### config.mk
export PLATFORM = sky130hd
export DESIGN_NAME = clkcfg_top
export DESIGN_NICKNAME = d
export VERILOG_FILES = /design/src/hdl/frac_channel_div.v /design/src/hdl/clkcfg_top.v
export VERILOG_INCLUDE_DIRS = /design/src /design/src/hdl
export SDC_FILE = /design/constraint.sdc
export NUM_CORES = 1
export LEC_CHECK = 0
export ABC_AREA = 0
export BUFFER_PORTS_ARGS = -buffer_cell sky130_fd_sc_hd__buf_2
export CAP_MARGIN = 0
export CORE_MARGIN = 2
export CORE_UTILIZATION = 50
export CTS_CLUSTER_SIZE = 14
export DETAILED_ROUTE_END_ITERATION = 8
export PLACE_DENSITY_LB_ADDON = 0.05
export SLEW_MARGIN = 20
export SYNTH_ARGS = -nofsm -noshare
export SYNTH_HDL_FRONTEND = slang
export SYNTH_SLANG_ARGS = --single-unit
### constraint.sdc
create_clock -name mclk -period 5.5 [get_ports mclk]
set_clock_uncertainty 0.2 [all_clocks]
set_input_delay 0.275 -clock mclk [delete_from_list [all_inputs] [get_ports mclk]]
set_output_delay 0.275 -clock mclk [all_outputs]
set_load 0.05 [all_outputs]
### src/hdl/clkcfg_defines.vh
// register offsets, field positions and codes for the channel 6/7 divider configuration
`ifndef CLKCFG_DEFINES_VH
`define CLKCFG_DEFINES_VH

// register indices on the configuration port
`define REG_CH6_CONTROL 8'h0F
`define REG_CH6_WHOLE_FRAC_HI 8'h10
`define REG_CH6_FRAC_LO 8'h11
`define REG_CH7_CONTROL 8'h12
`define REG_CH7_WHOLE_FRAC_HI 8'h13
`define REG_CH7_FRAC_LO 8'h14

// reset values
`define CONTROL_RESET 16'h0000
`define WHOLE_FRAC_HI_RESET 16'h0000
`define FRAC_LO_RESET 16'h0000

// writable bits, reserved bits are not stored and read as zero
`define CONTROL_MASK 16'h1FDF
`define WHOLE_FRAC_HI_MASK 16'h0FFF
`define FRAC_LO_MASK 16'hFFFF

// control register fields
`define PRESCALE_HI 12
`define PRESCALE_LO 10
`define FRAC_ON_BIT 9
`define EDGE_RATE_BIT 8
`define NEG_SIDE_BIT 7
`define POS_SIDE_BIT 6
`define DRIVER_HI 4
`define DRIVER_LO 3
`define OUT_STATE_HI 2
`define OUT_STATE_LO 1
`define RAIL_BIT 0

// whole ratio / fraction high register fields
`define WHOLE_HI 11
`define WHOLE_LO 4
`define FRAC_TOP_HI 3
`define FRAC_TOP_LO 0

// prescale codes
`define PRESCALE_DIV2 3'h0
`define PRESCALE_DIV3 3'h1
`define PRESCALE_DIV1 3'h7

// output state codes
`define OUT_OFF 2'h0
`define OUT_CLOCK 2'h1
`define OUT_LOW 2'h2
`define OUT_HIGH 2'h3

// driver kind codes
`define DRV_LVDS_A 2'h0
`define DRV_LVDS_B 2'h1
`define DRV_CMOS 2'h2
`define DRV_HCSL 2'h3

`endif

### src/hdl/frac_channel_div.v
// one channel divider: optional prescaler, whole ratio plus twenty-bit fraction
`timescale 1ns/1ps
`include "clkcfg_defines.vh"

module frac_channel_div (
   // clock and reset
   input wire mclk,
   input wire reset,
   // settings
   input wire fraction_path_on,
   input wire [2:0] prescale_sel,
   input wire [7:0] whole_ratio,
   input wire [19:0] fraction_value,
   // divided clock
   output reg clk_level,
   output reg period_tick
);

   reg [1:0] pre_cnt_reg;
   reg [1:0] pre_cnt_next;
   reg [1:0] pre_limit;
   reg [8:0] cnt_reg;
   reg [8:0] cnt_next;
   reg [19:0] acc_reg;
   reg [19:0] acc_next;
   reg extra_reg;
   reg extra_next;
   reg [20:0] acc_sum;
   reg [8:0] period_m1;
   reg step;
   reg wrap;

   always @* begin
      // prescaler bypassed while the fraction path is off
      pre_limit = 2'h0;
      if (fraction_path_on) begin
         case (prescale_sel)
            `PRESCALE_DIV2: pre_limit = 2'h1;
            `PRESCALE_DIV3: pre_limit = 2'h2;
            `PRESCALE_DIV1: pre_limit = 2'h0;
            // reserved codes fall back to divide by one
            default: pre_limit = 2'h0;
         endcase
      end
      step = (pre_cnt_reg >= pre_limit);
      pre_cnt_next = step ? 2'h0 : pre_cnt_reg + 2'h1;
      period_m1 = {1'b0, whole_ratio} + {8'h00, extra_reg};
      wrap = step && (cnt_reg >= period_m1);
      acc_sum = {1'b0, acc_reg} + {1'b0, fraction_value};
      acc_next = acc_reg;
      extra_next = extra_reg;
      cnt_next = cnt_reg;
      if (wrap) begin
         cnt_next = 9'h000;
         if (fraction_path_on) begin
            // carry out of the accumulator stretches the next period by one
            acc_next = acc_sum[19:0];
            extra_next = acc_sum[20];
         end else begin
            acc_next = 20'h00000;
            extra_next = 1'b0;
         end
      end else if (step) begin
         cnt_next = cnt_reg + 9'h001;
      end
   end

   always @(posedge mclk) begin
      if (reset) begin
         pre_cnt_reg <= 2'h0;
         cnt_reg <= 9'h000;
         acc_reg <= 20'h00000;
         extra_reg <= 1'b0;
         clk_level <= 1'b0;
         period_tick <= 1'b0;
      end else begin
         pre_cnt_reg <= pre_cnt_next;
         cnt_reg <= cnt_next;
         acc_reg <= acc_next;
         extra_reg <= extra_next;
         period_tick <= wrap;
         // high for the first half of each period; a ratio of one stays high
         clk_level <= ({cnt_next, 1'b0} < ({1'b0, period_m1} + 10'h001));
      end
   end

endmodule // frac_channel_div

### src/hdl/clkcfg_top.v
// channel 6 and 7 divider configuration registers and output control
// Function
// - prescale code 000 divides by 2, 001 by 3, 111 by 1; others reserved.
// - channel 6 prescaler is bypassed while its fraction enable is clear.
// - control bit 9 turns the channel fraction divider on or off.
// - whole ratio sits in bits 11 to 4; divide ratio is value plus one.
// - fraction top four bits in bits 3 to 0, low sixteen in next register.
// - output state: 00 off, 01 clock, 10 static low, 11 static high.
// - driver bits 4 to 3: 00/01 low-swing differential, 10 CMOS, 11 host-clock.
// - negative CMOS side acts only while the positive side is enabled.
// - bit 8 clear gives normal edge rate, set gives slow edge rate.
// - bit 0 clear selects the 1.8 V rail, set the 2.5/3.3 V rail.
// - channel 7 uses the same control layout, prescaler bypassed when bit 9 clear.
// - channel 7 ratio and fraction sit in the two registers after its control.
`timescale 1ns/1ps
`include "clkcfg_defines.vh"

module clkcfg_top (
   // clock and reset
   input wire mclk,
   input wire reset,
   // configuration port, one 16-bit word per register index
   input wire [7:0] reg_addr,
   input wire [15:0] reg_wdata,
   input wire reg_write,
   input wire reg_read,
   output reg [15:0] reg_rdata,
   output reg reg_rvalid,
   // channel pins, index 0 is channel 6, index 1 is channel 7
   output wire [1:0] ch_pos_out,
   output wire [1:0] ch_neg_out,
   output wire [1:0] ch_pos_oe,
   output wire [1:0] ch_neg_oe,
   // driver and rail settings per channel
   output wire [1:0] ch_diff_lowswing,
   output wire [1:0] ch_cmos,
   output wire [1:0] ch_hostclk,
   output wire [1:0] ch_slow_edge,
   output wire [1:0] ch_rail_high,
   // one-cycle pulse at every divided period end while the output state is clock
   output wire [1:0] ch_period_tick
);

   // register storage, indexed by channel
   reg [15:0] control_reg [0:1];
   reg [15:0] whole_frac_hi_reg [0:1];
   reg [15:0] frac_lo_reg [0:1];

   reg [15:0] rdata_next;
   reg hit;
   reg wr_sel;
   reg [1:0] wr_kind;
   reg [15:0] wr_mask;

   // address decode shared by write and read
   always @* begin
      hit = 1'b1;
      wr_sel = 1'b0;
      wr_kind = 2'h0;
      case (reg_addr)
         `REG_CH6_CONTROL: begin
            wr_sel = 1'b0;
            wr_kind = 2'h0;
         end
         `REG_CH6_WHOLE_FRAC_HI: begin
            wr_sel = 1'b0;
            wr_kind = 2'h1;
         end
         `REG_CH6_FRAC_LO: begin
            wr_sel = 1'b0;
            wr_kind = 2'h2;
         end
         `REG_CH7_CONTROL: begin
            wr_sel = 1'b1;
            wr_kind = 2'h0;
         end
         `REG_CH7_WHOLE_FRAC_HI: begin
            wr_sel = 1'b1;
            wr_kind = 2'h1;
         end
         `REG_CH7_FRAC_LO: begin
            wr_sel = 1'b1;
            wr_kind = 2'h2;
         end
         default: begin
            hit = 1'b0;
         end
      endcase
   end

   // reserved bits are dropped so a careless write cannot disturb the channel
   always @* begin
      case (wr_kind)
         2'h0: wr_mask = `CONTROL_MASK;
         2'h1: wr_mask = `WHOLE_FRAC_HI_MASK;
         2'h2: wr_mask = `FRAC_LO_MASK;
         default: wr_mask = 16'h0000;
      endcase
   end

   // read mux, unmapped indices read zero
   always @* begin
      rdata_next = 16'h0000;
      if (hit) begin
         case (wr_kind)
            2'h0: rdata_next = control_reg[wr_sel];
            2'h1: rdata_next = whole_frac_hi_reg[wr_sel];
            2'h2: rdata_next = frac_lo_reg[wr_sel];
            default: rdata_next = 16'h0000;
         endcase
      end
   end

   always @(posedge mclk) begin
      if (reset) begin
         reg_rdata <= 16'h0000;
         reg_rvalid <= 1'b0;
      end else begin
         reg_rvalid <= reg_read;
         if (reg_read) begin
            reg_rdata <= rdata_next;
         end
      end
   end

   genvar ch;
   generate
      for (ch = 0; ch < 2; ch = ch + 1) begin : chan
         wire [15:0] ctl;
         wire [15:0] whf;
         wire [2:0] prescale_sel;
         wire fraction_path_on;
         wire edge_rate_sel;
         wire neg_side_on;
         wire pos_side_on;
         wire [1:0] driver_kind;
         wire [1:0] output_state;
         wire rail_sel;
         wire [7:0] whole_ratio;
         wire [19:0] fraction_value;
         wire div_level;
         wire div_tick;
         reg is_cmos;
         reg level_next;
         reg pos_oe_next;
         reg neg_oe_next;
         reg pos_out_reg;
         reg neg_out_reg;
         reg pos_oe_reg;
         reg neg_oe_reg;
         reg lowswing_reg;
         reg cmos_reg;
         reg hostclk_reg;
         reg slow_edge_reg;
         reg rail_high_reg;
         reg tick_reg;

         // register writes for this channel
         always @(posedge mclk) begin
            if (reset) begin
               // rail select resets low; safe with a higher rail present
               control_reg[ch] <= `CONTROL_RESET;
               whole_frac_hi_reg[ch] <= `WHOLE_FRAC_HI_RESET;
               frac_lo_reg[ch] <= `FRAC_LO_RESET;
            end else if (reg_write && hit && (wr_sel == ch)) begin
               case (wr_kind)
                  2'h0: control_reg[ch] <= reg_wdata & wr_mask;
                  2'h1: whole_frac_hi_reg[ch] <= reg_wdata & wr_mask;
                  2'h2: frac_lo_reg[ch] <= reg_wdata & wr_mask;
                  default: control_reg[ch] <= control_reg[ch];
               endcase
            end
         end

         assign ctl = control_reg[ch];
         assign whf = whole_frac_hi_reg[ch];
         assign prescale_sel = ctl[`PRESCALE_HI:`PRESCALE_LO];
         assign fraction_path_on = ctl[`FRAC_ON_BIT];
         assign edge_rate_sel = ctl[`EDGE_RATE_BIT];
         assign neg_side_on = ctl[`NEG_SIDE_BIT];
         assign pos_side_on = ctl[`POS_SIDE_BIT];
         assign driver_kind = ctl[`DRIVER_HI:`DRIVER_LO];
         assign output_state = ctl[`OUT_STATE_HI:`OUT_STATE_LO];
         assign rail_sel = ctl[`RAIL_BIT];
         assign whole_ratio = whf[`WHOLE_HI:`WHOLE_LO];
         assign fraction_value = {whf[`FRAC_TOP_HI:`FRAC_TOP_LO], frac_lo_reg[ch]};

         frac_channel_div u_div (
            .mclk(mclk),
            .reset(reset),
            .fraction_path_on(fraction_path_on),
            .prescale_sel(prescale_sel),
            .whole_ratio(whole_ratio),
            .fraction_value(fraction_value),
            .clk_level(div_level),
            .period_tick(div_tick)
         );

         always @* begin
            is_cmos = (driver_kind == `DRV_CMOS);
            case (output_state)
               `OUT_CLOCK: level_next = div_level;
               `OUT_LOW: level_next = 1'b0;
               `OUT_HIGH: level_next = 1'b1;
               default: level_next = 1'b0;
            endcase
            // differential drivers use both legs whenever the output is not off
            pos_oe_next = (output_state != `OUT_OFF) && (!is_cmos || pos_side_on);
            // a lone negative enable is ignored
            neg_oe_next = (output_state != `OUT_OFF) && (!is_cmos || (pos_side_on && neg_side_on));
         end

         always @(posedge mclk) begin
            if (reset) begin
               pos_out_reg <= 1'b0;
               neg_out_reg <= 1'b0;
               pos_oe_reg <= 1'b0;
               neg_oe_reg <= 1'b0;
               lowswing_reg <= 1'b0;
               cmos_reg <= 1'b0;
               hostclk_reg <= 1'b0;
               slow_edge_reg <= 1'b0;
               rail_high_reg <= 1'b0;
               tick_reg <= 1'b0;
            end else begin
               pos_out_reg <= pos_oe_next & level_next;
               neg_out_reg <= neg_oe_next & ~level_next;
               pos_oe_reg <= pos_oe_next;
               neg_oe_reg <= neg_oe_next;
               lowswing_reg <= (driver_kind == `DRV_LVDS_A) || (driver_kind == `DRV_LVDS_B);
               cmos_reg <= is_cmos;
               hostclk_reg <= (driver_kind == `DRV_HCSL);
               slow_edge_reg <= edge_rate_sel;
               rail_high_reg <= rail_sel;
               tick_reg <= div_tick && (output_state == `OUT_CLOCK);
            end
         end

         assign ch_pos_out[ch] = pos_out_reg;
         assign ch_neg_out[ch] = neg_out_reg;
         assign ch_pos_oe[ch] = pos_oe_reg;
         assign ch_neg_oe[ch] = neg_oe_reg;
         assign ch_diff_lowswing[ch] = lowswing_reg;
         assign ch_cmos[ch] = cmos_reg;
         assign ch_hostclk[ch] = hostclk_reg;
         assign ch_slow_edge[ch] = slow_edge_reg;
         assign ch_rail_high[ch] = rail_high_reg;
         assign ch_period_tick[ch] = tick_reg;
      end
   endgenerate

endmodule // clkcfg_top

==> results.yml, run 1 <==
outcome:
  outcome: "completed"
final_layout:
  layout-drive-gt1-share: 0.116
  diodes: 0
  areaGrowthSynthToFinish_pct: 10.6
  instances_no_fill: 1568
  largest_reg_flops: 40
  layout.nets: 1377
  fillers: 2071
synthesis:
  ys_warn_count: 0
  ys_top_cells_by_area: "edfxtp_1, dfxtp_1, ha_1, nor2_1, a21oi_1"
  post-synth-top-count-cell: "nor2_1"
  ys_types: 71
  avgSynthCellArea_sq_um: 9.26
  synthArstFlopShare: 0
  synth_top_area_frac: 0.252
  seq_area_frac_synth: 0.436
  ys_ff_latch: 201
  synth_commonest_cells: "nor2_1, nand2_1, dfxtp_1, edfxtp_1, a21oi_1"
  postSynthCellCount: 1235
  syn_area_sq_um: 11400
  synth_ff_type: "dfxtp_1"
  synth_edf_count: 96
  synth.largest_area_cell: "edfxtp_1"
grt:
  grt.overflow.total: 0
  grt.total_usage: 0.247
  grt_pass1_vias: 8641
  antenna_found_initial: 0
  grt_pass1_wl_um: 46700
  grt_max_degree: 58
setup_path:
  startpoint_type: "register"
  required_ps: 5770
  r2r-start: "whole_frac_hi_reg[0][4]$_SDFFCE_PN0P_"
  worstReg2RegEnd: "chan[0].u_div.clk_level$_SDFF_PP0_"
  critical_path_class: "reg2reg"
  reg2reg_slack_ps: 890
  crit_fanout: 6
  end_kind: "register"
  worst_r2r_path_depth: 21
  cp.arrival_ps: 4880
clock_tree:
  cts_tree: "built"
  clockBufferDepth: 3
  clk_pin_slew_ps: 60
  clk_latency_ps: 540
  post-cts-setup-buffer-count: 0
  h-tree-depth: 1
  clockRootBuffer: "clkbuf_16"
  numClockSinks: 201
  cts_buffers: 24
timing:
  max_slew_margin: 0.300
  finalSetupViolCount: 0
  tns_ps: 0
  fmax_ghz: 0.217
  min_period_over_period: 0.838
  period_needed_ps: 4610
  rsz0062_at_grt: "no"
  hold_violations: 0
  drv_slew: 0
  worstMarginPinSlew_ps: 1050
  fin_ws_ps: 890
die:
  coreArea_sq_um: 22600
  die_h_um: 155
  dieArea_sq_um: 24100
  io_pins: 65
  start_util: 0.507
  die_w_um: 155
  rows: 55
place:
  dp_hpwl_um: 21000
  dp_slack_ps: 938
  gp_congestion: 0.869
  dp.cells: 1520
  portBuffers: 64
route:
  drt_wl_total_um: 30000
  ant_nets: 0
  vias: 8996
  drcViolationCount: 0
  viasPerCell: 5.74
  wl_per_cell_um: 19.1
  drtIter0Drc: 662
  drtPass1Iterations: 5
min_path:
  hp-start: "reset"
  worstHoldPathType: "in2reg"
  holdPathEnd: "chan[1].u_div.cnt_reg[1]$_SDFF_PP0_"
  min_path_cells: 2
power_and_ir_drop:
  irDropWorstVdd_mv: 0.224
  p_leak_nw: 5.17
  powerDensity_nw_per_um2: 283
flow_run:
  cap_violations: 0
==> layer usage <==
layer | part of all wire | track usage | wire length, um | up-vias
met5 | 0 | 0 | 0 | -
met4 | 0.022 | 0.0612 | 663 | 0
met3 | 0.057 | 0.0376 | 1720 | 49
met2 | 0.45 | 0.396 | 13400 | 246
met1 | 0.47 | 0.353 | 14200 | 4209
li1 | - | - | - | 4492
==> cells in the final DEF, fill, tap and decap left out, types with 4 or more instances in the layout <==
cell and n:
a211oi_1 5, a21o_1 31, buf_4 12, a31oi_1 4
o21a_1 7, a31o_2 4, dlygate4sd3_1 4, a221oi_1 33
xor2_1 34, inv_1 26, nand2_1 120, clkbuf_8 4
a21oi_1 95, o31ai_1 4, nand4_1 16, mux2_2 18
edfxtp_1 96, and3_1 5, xnor2_1 35, and4_1 5
o21bai_1 8, and2_1 10, or2_2 5, nor3_1 20
buf_2 63, ha_1 82, a211o_1 7, dfxtp_1 105
clkbuf_16 25, nor2_1 177, nand3_1 52, o21ai_0 54
clkbuf_1 4, nor2b_1 32, o211ai_1 4, nand3b_1 4
nand2b_1 11
==> power breakdown <==
group          total (W)  internal (W)  switching [W]
combinational   0.000296      0.000104       0.000191
clock            0.00162      0.000983       0.000635
sequential       0.00167       0.00162      0.0000507
total            0.00358       0.00271       0.000877
==> worst max path at each step <==
stage,from,to,slack (ps),depth (start not counted)
2_1_floorplan,whole_frac_hi_reg[0][4]$_SDFFCE_PN0P_,chan[0].u_div.clk_level$_SDFF_PP0_,1200,21
3_3_place_gp,whole_frac_hi_reg[0][4]$_SDFFCE_PN0P_,chan[0].u_div.clk_level$_SDFF_PP0_,1000,21
3_5_place_dp,whole_frac_hi_reg[0][4]$_SDFFCE_PN0P_,chan[0].u_div.clk_level$_SDFF_PP0_,940,21
4_1_cts,whole_frac_hi_reg[0][4]$_SDFFCE_PN0P_,chan[0].u_div.clk_level$_SDFF_PP0_,920,21
5_1_grt,whole_frac_hi_reg[0][4]$_SDFFCE_PN0P_,chan[0].u_div.clk_level$_SDFF_PP0_,500,21
6_report,whole_frac_hi_reg[0][4]$_SDFFCE_PN0P_,chan[0].u_div.clk_level$_SDFF_PP0_,890,21
==> worst max-delay path, stage by stage, from the launching register on <==
cell	delay, ps
edfxtp_1	380
ha_1	240
ha_1	240
xnor2_1	300
ha_1	310
a21oi_1	110
o21ai_0	100
maj3_2	290
a221o_1	390
a31oi_1	180
o21ba_2	210
o21ai_0	130
nand2_1	80
ha_1	240
a21o_1	160
a21o_1	170
a21o_1	160
a21o_1	160
a21oi_1	140
nor2b_1	60
o21ai_0	140
o211a_1	160
==> metrics by stage <==
stage	hold WS (ps)	total power (W)	instance area (sq um)	utilization
2_1_floorplan	167	0.00190	11400	-
3_3_place_gp	244	0.00199	11800	0.523
3_5_place_dp	247	0.00199	11800	0.523
4_1_cts	20.7	0.00360	12700	0.561
5_1_grt	47.8	0.00369	12700	0.561
6_report	23.2	0.00358	12700	0.561
==> area by class of cell <==
cell class                 instances  area, sq um  area share
clock inverter                    10          106     0.00841
sequential                       201         4980       0.394
clock buffer                      34          703      0.0556
multi-input combinational        933         5960       0.471
timing repair buffer              79          445      0.0352
inverter                          26         97.6     0.00771
tap                              285          357      0.0282
==> what timing repair did <==
item	in CTS	in global routing
endpoints found under the hold margin	11	0
hold buffers	4	0
resized for setup	0	0
==> cells by family after synthesis <==
| group | Yosys count | synth area share |
|---|---|---|
| flip-flops | 201 | 0.436 |
| other | 1 | 0.000328 |
| XOR/XNOR | 69 | 0.0528 |
| adder cells (fa/ha/maj) | 86 | 0.0951 |
| AND/OR/NAND/NOR | 472 | 0.189 |
| multiplexers | 19 | 0.0186 |
| AO/OA/AOI/OAI | 285 | 0.164 |
| buffers and inverters | 102 | 0.0436 |
(Power assumes the default switching activity.)
==> run 2: changes to the inputs <==
clock period = 4.3 ns   (was 5.5 ns; I/O delays follow)
==> run 2 against run 1 <==
  * Critical path depth decreased by 2
  * Non-clock buffer count increased by 32
  * Final cell count increased by 2.0%
  * Global-route usage decreased by 0.38 points
  * Critical path type unchanged
  * Critical endpoint unchanged
  * Largest cell class unchanged
  * Highest routed layer unchanged
==> results.yml, run 2 (same netlist as run 1, synthesis figures left out) <==
place:
  gp_congestion: 0.877
  portBuffers: 64
  dp_slack_ps: -57.2
  dp_hpwl_um: 21100
setup_path:
  slowest_stage: "edfxtp_1"
  cp_num_buf_inv: 3
  r2r-start: "whole_frac_hi_reg[0][4]$_SDFFCE_PN0P_"
  startpoint_type: "register"
  cp_top_family: "compound AO/OA/AOI/OAI gates"
  cp.arrival_ps: 4470
  end_kind: "register"
  crit_fanout: 4
  startpoint: "whole_frac_hi_reg[0][4]$_SDFFCE_PN0P_"
  crit_chain: "ha_2 -> ha_4 -> xnor2_2 -> ha_1 -> a21oi_2 -> o21ai_1 -> maj3_2 -> a221o_1 -> buf_4 -> buf_4 -> buf_4 -> a21oi_4 -> o221ai_4 -> nor2_1 -> ha_1 -> and4_1 -> o211ai_1 -> o21a_1 -> o211a_1"
  worst_r2r_path_depth: 19
  crit_path_frequent_cell: "buf_4"
  reg2reg_slack_ps: 90
  worstReg2RegEnd: "chan[0].u_div.clk_level$_SDFF_PP0_"
  max_stage_delay_ps: 390
  critical_path_class: "reg2reg"
  required_ps: 4560
timing:
  hold_violations: 0
  period_needed_ps: 4210
  worstMarginPinSlew_ps: 773
  finalSetupViolCount: 0
  tns_ps: 0
  fin_ws_ps: 92.4
  fmax_ghz: 0.238
  drv_slew: 0
  max_slew_margin: 0.484
  min_period_over_period: 0.979
grt:
  grt_pass1_vias: 8540
  grt_pass1_wl_um: 46000
  grt_max_degree: 55
  grt.overflow.total: 0
  antenna_found_initial: 0
  grt.total_usage: 0.243
clock_tree:
  clk_pin_slew_ps: 60
  cts_tree: "built"
  clockRootBuffer: "clkbuf_16"
  numClockSinks: 201
  cts_buffers: 24
  clk_latency_ps: 520
  h-tree-depth: 1
  clockBufferDepth: 3
power_and_ir_drop:
  irDropWorstVdd_mv: 0.293
  powerDensity_nw_per_um2: 357
  p_leak_nw: 5.38
route:
  vias: 9148
  drtPass1Iterations: 6
  drtIter0Drc: 541
  ant_nets: 0
  drcViolationCount: 0
  viasPerCell: 5.72
  drt_wl_total_um: 29900
  wl_per_cell_um: 18.7
final_layout:
  final_cell_mix: "nor2_1, nand2_1, dfxtp_1, edfxtp_1, a21oi_1"
  fillers: 2042
  diodes: 0
  areaGrowthSynthToFinish_pct: 14.4
  largest_reg_flops: 40
  layout_commonest_cell: "nor2_1"
  postLayoutCoreUtil: 0.579
  layout-drive-gt1-share: 0.156
  layout.nets: 1409
min_path:
  min_path_cells: 3
  hp-start: "reg_wdata[12]"
  holdPathEnd: "control_reg[0][12]$_SDFFCE_PN0P_"
  worstHoldPathType: "in2reg"
die:
  die_w_um: 155
  coreArea_sq_um: 22600
  dieArea_sq_um: 24100
  start_util: 0.507
  die_h_um: 155
  io_pins: 65
  rows: 55
flow_run:
  cap_violations: 0
outcome:
  outcome: "completed"
## run 2: cell types whose count changed in the layout (fill, tap and decap cells not counted), sizes merged
cell / previous run / this run
buf: 75 / 106
bufinv: 2 / 4
clkbuf: 34 / 27
clkinv: 5 / 12
clkinvlp: 2 / 1
dlygate4sd3: 4 / 5
inv: 27 / 26
## run 2: repair_timing
action	4_1_cts	5_1_grt
hold buffers	5	0
pin swaps	2	36
setup buffers	2	9
endpoints found under the setup margin	1	2
hold endpoints to repair	31	0
resized for setup	2	29
## run 2: cell type report
class / count / area [sq um] / area share
clock buffers: 27 / 644 / 0.0493
clock inverters: 17 / 189 / 0.0144
inverters: 26 / 97.6 / 0.00746
multi-input cells: 933 / 6120 / 0.468
flip-flops and latches: 201 / 4980 / 0.381
well taps: 285 / 357 / 0.0273
repair buffers: 111 / 688 / 0.0526
## run 2: through the flow
step	cells	area, sq um	hold slack (ps)	power (W)
2_1_floorplan	1236	11400	107	0.00243
3_3_place_gp	1540	12000	243	0.00256
3_5_place_dp	1540	12000	250	0.00256
4_1_cts	1591	12900	24.5	0.00469
5_1_grt	1600	13100	52.4	0.00483
6_report	1600	13100	45.9	0.00468
## run 2: worst register-to-register path, delay by kind of cell, from the launching register on
family                     cells  cell delay [ps]
and+or+nand+nor                2              370
buffers and inverters          3              400
DFF                            1              390
adders and majority gates      5             1300
xor gates and xnor gates       1              140
AOI/OAI and AO/OA              8             1360
## run 2: how the worst max path moves through the flow
| stage | end | slack, ps | cells after the start |
|---|---|---|---|
| 5_1_grt | chan[0].u_div.clk_level$_SDFF_PP0_ | -50 | 19 |
| 4_1_cts | chan[0].u_div.clk_level$_SDFF_PP0_ | 6 | 21 |
| 2_1_floorplan | chan[1].u_div.clk_level$_SDFF_PP0_ | 30 | 20 |
| 3_5_place_dp | chan[0].u_div.clk_level$_SDFF_PP0_ | -60 | 21 |
| 3_3_place_gp | chan[0].u_div.clk_level$_SDFF_PP0_ | 90 | 21 |
| 6_report | chan[0].u_div.clk_level$_SDFF_PP0_ | 90 | 19 |
## run 2: report_power, final
part	leakage [nW]	switching [W]	total, W	internal, W
Clock	0.419	0.000815	0.00213	0.00131
Sequential	1.76	0.0000588	0.00213	0.00207
Combinational	3.19	0.000263	0.000416	0.000153
## run 2: layer usage
metal  up-vias  global-route usage  wire, um
li1       4545                   -         -
met1      4307               0.352     13900
met2       261               0.387     13500
met3        35              0.0340      1890
met4         0              0.0590       629
met5         -                   0         0
==> run 3: changes to the inputs <==
ABC_AREA = 1   (was 0)
clock period = 3.67 ns   (was 4.3 ns; I/O delays follow)
==> run 3 against run 2 <==
  * Non-clock buffer count fell by 14
  * Setup slack gained 170 ps
  * Register-to-register slack better by 170 ps
  * Synthesized cell count increased by 16%
  * Clock power up 10%
  * Count of clock-buffer cells in the layout up 5
  * Fmax up 24%
  * Design area down 0.71%
  * Via count grew 7.6%
==> results.yml, run 3 <==
grt:
  busiest_layer: "met2"
  grt.total_usage: 0.258
  grt_use_met2: 0.435
  grt_util_met3: 0.0377
  grt_max_degree: 60
  grt.overflow.total: 0
  grt_pass1_vias: 9267
  antenna_found_initial: 2
  grt_pass1_wl_um: 49200
  grtUsageMet1: 0.345
final_layout:
  layout-drive-gt1-share: 0.104
  multiInputGateArea_sq_um: 5920
  largest_reg_flops: 40
  fillers: 2160
  layout_commonest_cell: "nand2_1"
  layout.nets: 1606
  regArea_sq_um: 4980
  postLayoutCoreUtil: 0.572
  areaGrowthSynthToFinish_pct: 12.1
  final_cell_mix: "nand2_1, nor2_1, a21oi_1, dfxtp_1"
setup_path:
  crit_chain: "ha_4 -> ha_2 -> nand2_1 -> nor2_1 -> xor2_1 -> ha_1 -> nand3_1 -> nand2_1 -> inv_1 -> o21ai_1 -> nand3_1 -> nand3_2 -> nand2_4 -> inv_4 -> nor2_1 -> ha_1 -> a21oi_1 -> o21ai_0 -> nand3_1 -> a21oi_1 -> a2111o_1 -> a21oi_1"
  worstReg2RegEnd: "chan[0].u_div.clk_level$_SDFF_PP0_"
  startpoint_type: "register"
  cp.arrival_ps: 3660
  crit_fanout: 10
  slowest_stage: "edfxtp_1"
  max_stage_delay_ps: 430
  startpoint: "whole_frac_hi_reg[0][4]$_SDFFCE_PN0P_"
  r2r-start: "whole_frac_hi_reg[0][4]$_SDFFCE_PN0P_"
  reg2reg_slack_ps: 270
  worst_r2r_path_depth: 22
  end_kind: "register"
  required_ps: 3930
  critical_path_class: "reg2reg"
  critPathCapture: "chan[0].u_div.clk_level$_SDFF_PP0_"
flow_run:
  cap_violations: 0
clock_tree:
  cts_tree: "built"
  clockBufferDepth: 3
  post-cts-setup-buffer-count: 0
  clk_latency_ps: 530
  numClockSinks: 201
  h-tree-depth: 1
  clk_pin_slew_ps: 60
  clockRootBuffer: "clkbuf_16"
  cts_buffers: 23
die:
  die_h_um: 156
  coreArea_sq_um: 22700
  die_w_um: 156
  io_pins: 65
  dieArea_sq_um: 24400
  start_util: 0.510
  rows: 55
timing:
  min_period_over_period: 0.927
  finalSetupViolCount: 0
  hold-worst-slack_ps: 8.54
  worstMarginPinSlew_ps: 870
  max_slew_margin: 0.418
  period_needed_ps: 3400
  fmax_ghz: 0.294
  drv_slew: 0
  hold_violations: 0
  rsz0062_at_grt: "yes"
route:
  viasPerCell: 5.47
  drcViolationCount: 0
  wl_per_cell_um: 17.4
  vias: 9842
  drt_wl_total_um: 31300
  ant_nets: 0
  drtPass1Iterations: 5
  drtIter0Drc: 822
power_and_ir_drop:
  irDropWorstVdd_mv: 0.422
  p_switching_w: 0.00133
  p_leak_nw: 5.47
  p_int_w: 0.00397
  powerDensity_nw_per_um2: 409
  clkPwrFrac: 0.443
  finalPower_w: 0.00531
  share_comb_of_total_power: 0.087
  swShare: 0.251
  pwr-share-seq: 0.470
synthesis:
  post-synth-top-count-cell: "nand2_1"
  synth.largest_area_cell: "edfxtp_1"
  avgSynthCellArea_sq_um: 8.07
  synth_commonest_cells: "nand2_1, nor2_1, a21oi_1, dfxtp_1, o21ai_0"
  synth_edf_count: 96
  postSynthCellCount: 1435
  ys_types: 49
  ys_top_cells_by_area: "edfxtp_1, dfxtp_1, nand2_1, ha_1, nor2_1"
  ys_ff_latch: 201
  synth_ff_type: "dfxtp_1"
  synthArstFlopShare: 0
  seq_area_frac_synth: 0.430
  syn_area_sq_um: 11600
  synth_top_area_frac: 0.249
  ys_warn_count: 0
place:
  portBuffers: 64
  gp_congestion: 0.899
  dp_hpwl_um: 22900
outcome:
  outcome: "completed"
min_path:
  worstHoldPathType: "in2reg"
  hp-start: "reg_wdata[7]"
-- run 3: cell types whose count changed in the layout (fill, tap and decap cells not counted), sizes merged, moves of 15 or more --
cell	change
a221oi	-33
nor2b	-32
inv	+70
a21o	-29
nand2	+179
mux2	-18
o21ai	+42
nor2	+52
buf	-17
a21oi	+42
xnor2	-15
-- run 3: how the worst min path moves through the flow --
stage	slack, ps	cells after the start	end
after floorplan	200	2	frac_lo_reg[0][13]$_SDFFCE_PN0P_
after global placement	220	2	chan[1].tick_reg$_SDFF_PP0_
after detailed placement	220	2	chan[0].tick_reg$_SDFF_PP0_
after CTS	0.07	3	whole_frac_hi_reg[1][12]$_SDFFCE_PN0P_
after global routing	20	3	control_reg[0][1]$_SDFFCE_PN0P_
final	9	3	frac_lo_reg[0][7]$_SDFFCE_PN0P_
-- run 3: cell type report --
type	instances	share of cell area
inverters	97	0.0284
multi-input cells	1074	0.456
well taps	285	0.0275
diodes	2	0.000385
clock buffers	32	0.0477
repair buffers	97	0.0455
clock inverters	10	0.0109
flip-flops and latches	201	0.384
-- run 3: kinds of logic (layout without fill, tap and decap cells) --
family                   count (synthesis)  after routing  synth area share
flip-flops                             201            201             0.430
other                                    1              4          0.000324
multiplexers                             2              2           0.00173
AO/OA/AOI/OAI                          282            282             0.133
adder cells (fa/ha/maj)                 84             84            0.0920
buffers and inverters                  161            236            0.0631
AND/OR/NAND/NOR                        644            644             0.234
XOR/XNOR                                60             60            0.0454
-- run 3: power groups by stage --
stage | Clock [W] | Combinational (W) | Sequential, W
global placement | 0 | 0.000449 | 0.00254
detailed placement | 0 | 0.000453 | 0.00254
global route | 0.00246 | 0.000519 | 0.00250
floorplan | 0 | 0.000339 | 0.00251
finish | 0.00235 | 0.000464 | 0.00249
CTS | 0.00238 | 0.000462 | 0.00249
-- run 3: per-layer routing --
metal / wire (um) / up-vias
li1: - / 4953
met1: 13800 / 4564
met2: 14700 / 266
met3: 1870 / 59
met4: 964 / 0
met5: 0 / -
-- run 3: what timing repair did --
item	4_1_cts	5_1_grt
hold buffers	8	0
gates resized for setup	0	13
setup endpoints to repair	0	2
endpoints found under the hold margin	47	0
-- run 3: critical path: cells and delay by family (launching register included) --
family	cells	cell delay, ps
AOI/OAI and AO/OA	6	740
xor gates and xnor gates	1	180
adders and majority gates	4	1000
buffers and inverters	2	140
DFF	1	430
and+or+nand+nor	9	650
-- run 3: stage by stage --
step | TNS [ps] | setup slack [ps] | instance area, sq um | cells
after detailed placement | 0 | 139 | 12100 | 1746
after CTS | 0 | 98.1 | 12900 | 1796
after global routing | -75.1 | -75.1 | 13000 | 1796
after global placement | 0 | 202 | 12100 | 1746
final | 0 | 267 | 13000 | 1798
after floorplan | 0 | 177 | 11600 | 1436
